==> src/verilog/lpt_pkg.sv <==
// Package: constants, register map and types for the panel timing front end
package lpt_pkg;
    // ==========================================================
    // Timing
    localparam int CLK_PERIOD_NS = 20;
    localparam int CLOCK_OUTPUT_HIGH_NS = 20;
    localparam int CLOCK_OUTPUT_HIGH_CYC = (CLOCK_OUTPUT_HIGH_NS + CLK_PERIOD_NS - 1) / CLK_PERIOD_NS;
    // ==========================================================
    // Register map
    localparam logic [3:0] CTRL_OFS = 4'h0;
    localparam logic [3:0] STAT_OFS = 4'h4;
    localparam int CTRL_POL_BIT = 0;
    localparam int CTRL_POS_BIT = 1;
    localparam int CTRL_FREQ_BIT = 2;
    localparam int CTRL_REV_BIT = 3;
    localparam int CTRL_MODE_LSB = 4;
    localparam int CTRL_PHA_LSB = 8;
    localparam int CTRL_PHB_LSB = 10;
    localparam int STAT_SECOND_BIT = 0;
    localparam int STAT_REF_BIT = 1;
    localparam int STAT_DLY_LSB = 2;
    localparam logic [1:0] RESP_OKAY = 2'h0;
    localparam logic [1:0] RESP_SLVERR = 2'h2;
    // ==========================================================
    // Modes
    typedef enum logic [1:0] {
        LPT_MODE_800 = 2'b00,
        LPT_MODE_1024 = 2'b01,
        LPT_MODE_1280 = 2'b10,
        LPT_MODE_1600 = 2'b11
    } lpt_mode_t;
    typedef struct packed {
        logic [1:0] phase_b;
        logic [1:0] phase_a;
        lpt_mode_t mode;
        logic reverse_scan;
        logic clock_output_freq_sel;
        logic dev_position;
        logic ref_pulse_latch_polarity;
    } lpt_ctrl_t;
    // Pull-up defaults on the three select bits, 1024 mode, zero phase
    localparam lpt_ctrl_t CTRL_RESET = '{phase_b: 2'h0, phase_a: 2'h0, mode: LPT_MODE_1024,
        reverse_scan: 1'b0, clock_output_freq_sel: 1'b1, dev_position: 1'b1, ref_pulse_latch_polarity: 1'b1};
    typedef struct packed {
        logic [4:0] delay;
        logic ref_latched;
        logic second_device;
    } lpt_stat_t;
endpackage

==> src/verilog/lpt_timing_config.sv <==
// Panel timing configuration front end with AXI4-Lite register access
//
// Behaviour
// - Polarity high: latch reference pulse on dot clock fall; low: on rise.
// - Two four-level phase selects give sixteen output phase settings.
// - Phase step is one dot clock, or half a dot clock in 800 mode.
// - Forward scan, 1024/1600 modes: position high is second device, low first.
// - Reverse scan swaps the meaning: position high first, low second.
// - Frequency select high: clock output at the master clock frequency.
// - Frequency select low: clock output at twice the master clock frequency.
`timescale 1ns/1ps
module lpt_timing_config
    import lpt_pkg::*;
#(
    parameter int HIST_DEPTH = 32
) (
    // Clock and reset
    input wire logic ref_clk,
    input wire logic reset_n,
    // Video timing pins
    input wire logic dot_clock_in,
    input wire logic ref_timing_pulse,
    input wire logic enable_pulse_in,
    // Timing outputs
    output logic clock_output,
    output logic phased_ref_out,
    output logic enable_latched,
    output logic second_device,
    // AXI4-Lite write
    input wire logic [3:0] s_axi_awaddr,
    input wire logic s_axi_awvalid,
    output logic s_axi_awready,
    input wire logic [31:0] s_axi_wdata,
    input wire logic [3:0] s_axi_wstrb,
    input wire logic s_axi_wvalid,
    output logic s_axi_wready,
    output logic [1:0] s_axi_bresp,
    output logic s_axi_bvalid,
    input wire logic s_axi_bready,
    // AXI4-Lite read
    input wire logic [3:0] s_axi_araddr,
    input wire logic s_axi_arvalid,
    output logic s_axi_arready,
    output logic [31:0] s_axi_rdata,
    output logic [1:0] s_axi_rresp,
    output logic s_axi_rvalid,
    input wire logic s_axi_rready
);
    if (HIST_DEPTH < 31) begin : g_depth_check
        $error("HIST_DEPTH too short for the phase range");
    end

    // ==========================================================
    // Reset release
    logic rst_s1_q;
    logic rst_n_q;
    always_ff @(posedge ref_clk or negedge reset_n) begin
        if (!reset_n) begin
            rst_s1_q <= 1'b0;
            rst_n_q <= 1'b0;
        end else begin
            rst_s1_q <= 1'b1;
            rst_n_q <= rst_s1_q;
        end
    end

    // ==========================================================
    // Pin synchronisers
    logic [2:0] pin_s1_q;
    logic [2:0] pin_s2_q;
    logic dot_prev_q;
    always_ff @(posedge ref_clk or negedge rst_n_q) begin
        if (!rst_n_q) begin
            pin_s1_q <= 3'h0;
            pin_s2_q <= 3'h0;
            dot_prev_q <= 1'b0;
        end else begin
            pin_s1_q <= {enable_pulse_in, ref_timing_pulse, dot_clock_in};
            pin_s2_q <= pin_s1_q;
            dot_prev_q <= pin_s2_q[0];
        end
    end
    wire dot_s = pin_s2_q[0];
    wire ref_s = pin_s2_q[1];
    wire enb_s = pin_s2_q[2];
    wire dot_rise = dot_s & ~dot_prev_q;
    wire dot_fall = ~dot_s & dot_prev_q;
    wire dot_edge = dot_rise | dot_fall;

    // ==========================================================
    // Configuration decode
    lpt_ctrl_t ctrl_q;
    wire latch_edge = ctrl_q.ref_pulse_latch_polarity ? dot_fall : dot_rise;
    wire [3:0] phase_sel = {ctrl_q.phase_b, ctrl_q.phase_a};
    wire half_step = (ctrl_q.mode == LPT_MODE_800);
    wire [4:0] delay_half = half_step ? {1'b0, phase_sel} : {phase_sel, 1'b0};
    wire pos_valid = (ctrl_q.mode == LPT_MODE_1024) || (ctrl_q.mode == LPT_MODE_1600);
    wire second_d = pos_valid & (ctrl_q.dev_position ^ ctrl_q.reverse_scan);

    // ==========================================================
    // Reference capture and phase delay line (one tap per dot half period)
    logic ref_cap_q;
    logic [HIST_DEPTH-1:0] hist_q;
    always_ff @(posedge ref_clk or negedge rst_n_q) begin
        if (!rst_n_q) begin
            ref_cap_q <= 1'b0;
            enable_latched <= 1'b0;
            hist_q <= '0;
            phased_ref_out <= 1'b0;
            second_device <= 1'b0;
        end else begin
            if (latch_edge) begin
                ref_cap_q <= ref_s;
                enable_latched <= enb_s;
            end
            if (dot_edge) begin
                hist_q <= {hist_q[HIST_DEPTH-2:0], ref_cap_q};
            end
            phased_ref_out <= hist_q[delay_half];
            second_device <= second_d;
        end
    end

    // ==========================================================
    // Clock output: follow dot clock, or one pulse per dot edge
    logic [7:0] hi_cnt_q;
    always_ff @(posedge ref_clk or negedge rst_n_q) begin
        if (!rst_n_q) begin
            hi_cnt_q <= 8'h0;
            clock_output <= 1'b0;
        end else if (ctrl_q.clock_output_freq_sel) begin
            hi_cnt_q <= 8'h0;
            clock_output <= dot_s;
        end else if (dot_edge) begin
            hi_cnt_q <= 8'(CLOCK_OUTPUT_HIGH_CYC - 1);
            clock_output <= 1'b1;
        end else if (hi_cnt_q != 8'h0) begin
            hi_cnt_q <= hi_cnt_q - 8'h1;
        end else begin
            clock_output <= 1'b0;
        end
    end

    // ==========================================================
    // AXI4-Lite slave
    function automatic logic [31:0] merge_strb(input logic [31:0] old_v, input logic [31:0] new_v,
                                               input logic [3:0] strb);
        logic [31:0] r;
        r = old_v;
        for (int i = 0; i < 4; i++) begin
            if (strb[i]) begin
                r[i*8 +: 8] = new_v[i*8 +: 8];
            end
        end
        return r;
    endfunction

    logic aw_got_q;
    logic w_got_q;
    logic [3:0] awaddr_q;
    logic [31:0] wdata_q;
    logic [3:0] wstrb_q;
    wire aw_hs = s_axi_awvalid & s_axi_awready;
    wire w_hs = s_axi_wvalid & s_axi_wready;
    wire aw_have = aw_got_q | aw_hs;
    wire w_have = w_got_q | w_hs;
    wire [3:0] wr_addr = aw_hs ? s_axi_awaddr : awaddr_q;
    wire [31:0] wr_data = w_hs ? s_axi_wdata : wdata_q;
    wire [3:0] wr_strb = w_hs ? s_axi_wstrb : wstrb_q;
    wire wr_go = aw_have & w_have & ~s_axi_bvalid;
    wire wr_ctrl = wr_go & (wr_addr == CTRL_OFS);
    wire wr_map = (wr_addr == CTRL_OFS) || (wr_addr == STAT_OFS);
    wire [31:0] ctrl_word = {20'h0, ctrl_q.phase_b, ctrl_q.phase_a, 2'h0, ctrl_q.mode,
                             ctrl_q.reverse_scan, ctrl_q.clock_output_freq_sel, ctrl_q.dev_position,
                             ctrl_q.ref_pulse_latch_polarity};
    wire [31:0] ctrl_new = merge_strb(ctrl_word, wr_data, wr_strb);
    lpt_stat_t stat_w;
    assign stat_w = '{delay: delay_half, ref_latched: ref_cap_q, second_device: second_device};
    wire ar_hs = s_axi_arvalid & s_axi_arready;
    wire rd_ctrl = (s_axi_araddr == CTRL_OFS);
    wire rd_stat = (s_axi_araddr == STAT_OFS);
    wire [31:0] rd_word = rd_ctrl ? ctrl_word : (rd_stat ? {25'h0, stat_w} : 32'h0);

    always_ff @(posedge ref_clk or negedge rst_n_q) begin
        if (!rst_n_q) begin
            ctrl_q <= CTRL_RESET;
            aw_got_q <= 1'b0;
            w_got_q <= 1'b0;
            awaddr_q <= 4'h0;
            wdata_q <= 32'h0;
            wstrb_q <= 4'h0;
            s_axi_awready <= 1'b0;
            s_axi_wready <= 1'b0;
            s_axi_bvalid <= 1'b0;
            s_axi_bresp <= RESP_OKAY;
        end else begin
            if (aw_hs) begin
                awaddr_q <= s_axi_awaddr;
            end
            if (w_hs) begin
                wdata_q <= s_axi_wdata;
                wstrb_q <= s_axi_wstrb;
            end
            if (wr_go) begin
                aw_got_q <= 1'b0;
                w_got_q <= 1'b0;
                s_axi_bvalid <= 1'b1;
                s_axi_bresp <= wr_map ? RESP_OKAY : RESP_SLVERR;
                s_axi_awready <= 1'b0;
                s_axi_wready <= 1'b0;
            end else begin
                aw_got_q <= aw_have;
                w_got_q <= w_have;
                s_axi_awready <= ~aw_have & ~s_axi_bvalid;
                s_axi_wready <= ~w_have & ~s_axi_bvalid;
                if (s_axi_bvalid && s_axi_bready) begin
                    s_axi_bvalid <= 1'b0;
                    s_axi_awready <= 1'b1;
                    s_axi_wready <= 1'b1;
                end
            end
            if (wr_ctrl) begin
                ctrl_q <= '{phase_b: ctrl_new[CTRL_PHB_LSB +: 2], phase_a: ctrl_new[CTRL_PHA_LSB +: 2],
                    mode: lpt_mode_t'(ctrl_new[CTRL_MODE_LSB +: 2]), reverse_scan: ctrl_new[CTRL_REV_BIT],
                    clock_output_freq_sel: ctrl_new[CTRL_FREQ_BIT], dev_position: ctrl_new[CTRL_POS_BIT],
                    ref_pulse_latch_polarity: ctrl_new[CTRL_POL_BIT]};
            end
        end
    end

    always_ff @(posedge ref_clk or negedge rst_n_q) begin
        if (!rst_n_q) begin
            s_axi_arready <= 1'b0;
            s_axi_rvalid <= 1'b0;
            s_axi_rdata <= 32'h0;
            s_axi_rresp <= RESP_OKAY;
        end else if (ar_hs) begin
            s_axi_arready <= 1'b0;
            s_axi_rvalid <= 1'b1;
            s_axi_rdata <= rd_word;
            s_axi_rresp <= (rd_ctrl | rd_stat) ? RESP_OKAY : RESP_SLVERR;
        end else if (s_axi_rvalid && s_axi_rready) begin
            s_axi_rvalid <= 1'b0;
            s_axi_arready <= 1'b1;
        end else begin
            s_axi_arready <= ~s_axi_rvalid;
        end
    end
endmodule

==> config.mk <==
export PLATFORM = sky130hd
export DESIGN_NAME = lpt_timing_config
export DESIGN_NICKNAME = d
export VERILOG_FILES = /design/src/verilog/lpt_pkg.sv /design/src/verilog/lpt_timing_config.sv
export SDC_FILE = /design/constraint.sdc
export NUM_CORES = 1
export LEC_CHECK = 0
export BUFFER_PORTS_ARGS = -buffer_cell sky130_fd_sc_hd__buf_4
export CAP_MARGIN = 20
export CORE_AREA = 10 10 106 108
export DETAILED_ROUTE_END_ITERATION = 16
export DIE_AREA = 0 0 116 118
export PLACE_DENSITY = 0.73
export REMOVE_ABC_BUFFERS = 1
export SYNTH_ARGS = -nofsm -noshare
export SYNTH_HDL_FRONTEND = slang
export SYNTH_SLANG_ARGS = --single-unit
==> constraint.sdc <==
create_clock -name ref_clk -period 3.4 [get_ports ref_clk]
set_input_delay 0.51 -clock ref_clk [delete_from_list [all_inputs] [get_ports ref_clk]]
set_output_delay 0.51 -clock ref_clk [all_outputs]
set_load 0.03 [all_outputs]
==> out/metrics.yaml, run 1 <==
cts_setup_buffers: 0
yosys_warnings: 0
fmax_mhz: 467.1
die_x_um: 116
ys_ff_latch: 100
vias: 2767
port_buffers: 51
synth_edf_count: 0
clk_pin_slew_ns: 0.09
routed_wl_um: 8492
cts_buffer_depth: 2
dp_hpwl_um: 6103
ir_worst_vdd_uv: 327.6
critPathRequiredTime_ns: 3.69
worstSetupPathType: "reg -> reg"
die_area_um2: 13690
grt_overflow: 0
finalSetupTns_ns: 0
worstPathCellList: "or3b_1, mux2i_1, a222oi_1, nand4_1, nand4_1"
first_global_vias: 2763
fin_crit_ns: 2.141
cts_buffers: 9
drc_errors: 0
ys_seq_area_share_pct: 56.02
gp_congestion: 0.7780
num_rows: 35
die_h_um: 118
core-area_um2: 9109
syn-cell-area_um2: 4476
postSynth.asyncResetShare_pct: 100.0
viasPerCell: 5.201
area_delta_synth_final_pct: 13.42
worstSetupStartpointType: "register"
power.leakage_uw: 0.002372
reg2reg_from: "ctrl_q[4]$_DFFE_PN1P_"
drt_iter0_markers: 194
ctsHoldBuffers: 1
drv_cap: 0
placedInstanceArea_um2: 4846
drv_slew: 0
hold_viol_final: 0
h-tree-depth: 3
ctsResizeCount: 0
power_density_nw_per_um2: 737.2
place_inst: 515
clock-sinks: 100
timing.final.crit_share_pct: 62.97
rsz0062_at_grt: "no"
synth_cells: 365
antenna_found_initial: 0
root_buffer: "clkbuf_8"
crit_top_cell: "nand4_1"
fin_area_um2: 5076
arrival_ns: 2.43
grt_pass1_wl_um: 14010
crit_path_max_fanout: 16
crit_buf_inv: 0
hp-start: "ref_timing_pulse"
instances_no_fill: 532
synth-main-ff-cell: "dfrtp_1"
total_power_uw: 3742
startpoint: "ctrl_q[4]$_DFFE_PN1P_"
fill_cells: 768
hold_path_class: "in -> reg"
io_pins: 99
max-slew-margin-rel_pct: 51.12
detail-route-antenna-nets: 0
grt_usage_pct: 12.50
setup_viol: 0
syn_avg_cell_area_um2: 12.26
status: "completed"
drive_above_1_share_pct: 33.73
tritoncts: "yes"
skew_ns: 0.01085
antenna_cells: 0
worstMarginPinSlew_ns: 0.7332
start_util_pct: 49.13
endpoint_kind: "register"
cp_top_family: "simple AND/OR/NAND/NOR gates"
layout_commonest_cell: "dfrtp_1"
final_core_util_pct: 55.73
fin_nets: 473
clkLatencyLatePin_ns: 0.36
grt_start_max_net_pins: 58
cpPeakStageDelay_ns: 0.63
detail_route.wl_per_cell_um: 15.96
critPathSlowestCell: "dfstp_2"
first_pass_iters: 4
final_cell_mix: "dfrtp_1, mux2_2, buf_4"
yosysUniqueCellTypes: 51
synth_stat cells (2+ instances only):
library cell	instances	area [um2]
or3b_1	2	17.52
o211ai_1	2	15.01
dfstp_2	4	105.1
xnor2_1	2	17.52
a222oi_1	2	20.02
mux2i_1	12	120.1
mux2_4	7	105.1
nand2_1	41	153.9
o22ai_1	2	12.51
nor2b_2	2	17.52
dfrtp_1	96	2402
inv_1	8	30.03
nand4_1	4	25.02
a21oi_1	8	40.04
buf_4	24	180.2
buf_6	4	45.04
a211oi_1	2	15.01
or3_1	2	12.51
nor2_1	14	52.55
xor2_1	3	26.28
nand3_1	9	45.04
nor4_1	2	12.51
conb_1	2	7.510
o31ai_1	3	22.52
clkbuf_1	7	26.28
o21ai_0	13	65.06
mux2_2	54	608.1
ha_1	3	37.54
a311oi_1	2	17.52
a21o_1	2	15.01
nand2b_1	6	37.54
nor3_1	2	10.01
per-stage QoR:
| step | hold WS, ns | setup slack (ns) |
|---|---|---|
| after floorplan | 0.2144 | 0.4151 |
| after global placement | 0.2935 | 1.135 |
| after detailed placement | 0.2944 | 1.126 |
| after CTS | 0.2414 | 1.244 |
| after global routing | 0.2302 | 1.072 |
| final | 0.2554 | 1.259 |
routing by layer:
layer | vias up | share of wire (%) | GRT usage (%)
met5 | - | 0 | 0
met1 | 1370 | 46 | 17.11
met2 | 64 | 46 | 18.47
met4 | 0 | 1.7 | 5.243
met3 | 13 | 5.6 | 2.803
li1 | 1320 | - | -
worst reg2reg max path, delay by kind of cell, from the launching register on:
| family | cells | cell delay (ns) |
|---|---|---|
| AOI/OAI and AO/OA | 1 | 0.39 |
| and+or+nand+nor | 3 | 0.85 |
| muxes | 1 | 0.20 |
| DFF | 1 | 0.63 |
path summary, 6_finish.rpt:
| path | endpoint | slack (ns) | cells after the start |
|---|---|---|---|
| setup / recovery | phased_ref_out$_DFF_PN0_ | 1.26 | 5 |
| hold / removal | pin_s1_q[1]$_DFF_PN0_ | 0.26 | 1 |
| setup reg to reg | phased_ref_out$_DFF_PN0_ | 1.26 | 5 |
| hold reg to reg | pin_s2_q[2]$_DFF_PN0_ | 0.35 | 0 |
| max in group asynchronous | ctrl_q[2]$_DFFE_PN1P_ | 2.16 | 1 |
| min in group asynchronous | pin_s1_q[1]$_DFF_PN0_ | 0.40 | 0 |
registers in the layout, summed over array words and instances (netlist names), 2 cells and up:
register and cells:
wdata_q 10, wstrb_q 2, awaddr_q 4, pin_s1_q 3, pin_s2_q 3, s_axi_rdata 11
hist_q 32, hi_cnt_q 8, ctrl_q 10
cell families (layout without fill, tap and decap cells):
group	after synthesis	count (layout)	share of synthesized area [%]
other cells	2	24	0.1678
fa+ha+maj	3	3	0.8388
simple gates	95	95	10.65
xor+xnor	5	5	0.9787
buf+inv	45	79	6.486
mux	73	73	18.62
compound gates	42	42	6.234
flops	100	100	56.02
layout make-up:
cell class	count	area (um2)	share of cell area (%)
Timing Repair Buffer	55	415.4	8.183
Clock buffer	12	145.1	2.859
Tap cell	111	138.9	2.736
Multi-Input combinational cell	242	1760	34.68
Inverter	8	30.03	0.5916
Clock inverter	4	75.07	1.479
Sequential cell	100	2511	49.47
power by group:
group	internal, uW	switching (uW)
sequential	1570	273
clock	435	382
combinational	542	540
total	2550	1190
No activity file was read; power rests on OpenSTA's default activity.
==> inputs of run 2 (changes only) <==
Clock period 3.4 ns to 2.1 ns, I/O delays scaled along.
==> run 2 against run 1 <==
- sequential share of layout area is 1.4 points lower
- critical path type unchanged
- largest cell class unchanged
- total power rose by 69%
- non-clock buffer count rose by 13
- critical endpoint is now ctrl_q[9]$_DFFE_PN0P_
- design area up 2.9%
- final cell count increased by 2.4%
- clock power rose by 81%
- clock-buffer cell count decreased by 3
- first-iteration DRC count is 46% lower
- critical path depth stayed put
==> out/metrics.yaml, run 2 (synthesis gave the netlist of run 1 again) <==
final_cell_mix: "dfrtp_1, buf_4, mux2_2"
drv_cap: 0  # unchanged
skew_ns: 0.01202  # +0.001164 ns
viasPerCell: 5.158  # -0.83%
power_density_nw_per_um2: 1208  # +64%
tritoncts: "yes"
timing.final.crit_share_pct: 91.90  # +29 points
ir_worst_vdd_uv: 660.3  # +100%
rsz0062_at_grt: "no"
antenna_cells: 0  # unchanged
cts_buffer_depth: 2  # unchanged
setup_viol: 0  # unchanged
die_x_um: 116  # unchanged
core-area_um2: 9109  # unchanged
instances_no_fill: 545  # +2.4%
worstSetupPathType: "reg -> reg"
gp_congestion: 0.8222  # +5.7%
vias: 2811  # +1.6%
start_util_pct: 49.13  # unchanged
h-tree-depth: 3  # unchanged
num_rows: 35  # unchanged
area_delta_synth_final_pct: 16.69
grt_usage_pct: 12.67  # +0.17 points
drive_above_1_share_pct: 36.18  # +2.4 points
drv_slew: 0  # unchanged
first_global_vias: 2923  # +5.8%
worstSetupStartpointType: "register"
detail-route-antenna-nets: 0  # unchanged
max-slew-margin-rel_pct: 56.30  # +5.2 points
routed_wl_um: 8568  # +0.89%
hold_path_class: "in -> reg"
top_regs: "hist_q (32), s_axi_rdata (11)"
crit_path_max_fanout: 6  # -10
fin_area_um2: 5223  # +2.9%
clk_pin_slew_ns: 0.09  # about the same
fmax_mhz: 518.2  # +11%
largest_reg_flops: 32  # unchanged
place_inst: 528  # +2.5%
total_power_uw: 6307  # +69%
cts_buffers: 9  # unchanged
die_area_um2: 13690  # unchanged
clkLatencyLatePin_ns: 0.37  # about the same
drt_iter0_markers: 104  # -46%
critPathRequiredTime_ns: 2.35  # -1.34 ns
layout_commonest_cell: "dfrtp_1"
finalSetupTns_ns: 0  # unchanged
cts_setup_buffers: 0  # unchanged
worstMarginPinSlew_ns: 0.6539  # -0.07928 ns
io_pins: 99  # unchanged
power.leakage_uw: 0.002463  # +3.8%
drc_errors: 0  # unchanged
grt_start_max_net_pins: 42  # -28%
root_buffer: "clkbuf_8"
antenna_found_initial: 0  # unchanged
detail_route.wl_per_cell_um: 15.72  # -1.5%
first_pass_iters: 5  # +1
ctsResizeCount: 0  # unchanged
fin_crit_ns: 1.930  # -0.2110 ns
clock-sinks: 100  # unchanged
placedInstanceArea_um2: 4969  # +2.5%
grt_overflow: 0  # unchanged
hold_viol_final: 0  # unchanged
grt_pass1_wl_um: 14100  # +0.64%
dp_hpwl_um: 6278  # +2.9%
top_register: "hist_q"
die_h_um: 118  # unchanged
status: "completed"
endpoint_kind: "register"
port_buffers: 51  # unchanged
holdWs_ns: 0.05668  # -0.1987 ns
arrival_ns: 2.18  # -0.25 ns
fin_nets: 486  # +2.7%
## run 2: stage by stage
| stage | worst slack [ns] | utilization, % |
|---|---|---|
| after global routing | 0.03323 | 57.34 |
| after CTS | 0.1650 | 57.34 |
| final | 0.1701 | 57.34 |
| after floorplan | -0.8849 | - |
| after global placement | 0.1704 | 54.55 |
| after detailed placement | 0.1534 | 54.55 |
## run 2: layout make-up
type                    instances  area [um2]
fillers                       766        3886
flip-flops and latches        100        2511
clock inverters                 7       120.1
well taps                     111       138.9
inverters                       8       30.03
repair buffers                 68       538.0
clock buffers                   9       123.9
multi-input cells             242        1760
## run 2: metal layers
layer,wire [um],GRT usage (%)
met2,4257,20.91
met4,128,4.773
met1,3717,15.60
met5,0,0
met3,465,2.854
## run 2: worst max-delay path: stages (launching register included)
cell and delay [ns]:
dfrtp_1 0.45, a211o_1 0.29, a221oi_2 0.27, nand3b_1 0.17, nor2b_2 0.27, mux2_2 0.37
## run 2: report_power, final
part           total, uW  internal (uW)  switching (uW)
logic               1890            960             932
clock network       1480            798             678
registers           2940           2540             398
## run 2: timing repair
item,in CTS,in global routing
hold buffers,1,0
hold endpoints to repair,2,0
endpoints found under the setup margin,0,0
## run 2: worst paths after layout
check	start	to	slack, ns	cells past startpoint
min reg2reg	rst_n_q$_DFF_PN0_	pin_s1_q[2]$_DFF_PN0_	0.29	0
min in group asynchronous	reset_n	rst_n_q$_DFF_PN0_	0.26	2
max	s_axi_awready$_DFF_PN0_	ctrl_q[9]$_DFFE_PN0P_	0.17	5
max reg2reg	s_axi_awready$_DFF_PN0_	ctrl_q[9]$_DFFE_PN0P_	0.17	5
min	enable_pulse_in	pin_s1_q[2]$_DFF_PN0_	0.06	1
max in group asynchronous	rst_n_q$_DFF_PN0_	hist_q[23]$_DFFE_PN0P_	1.14	1
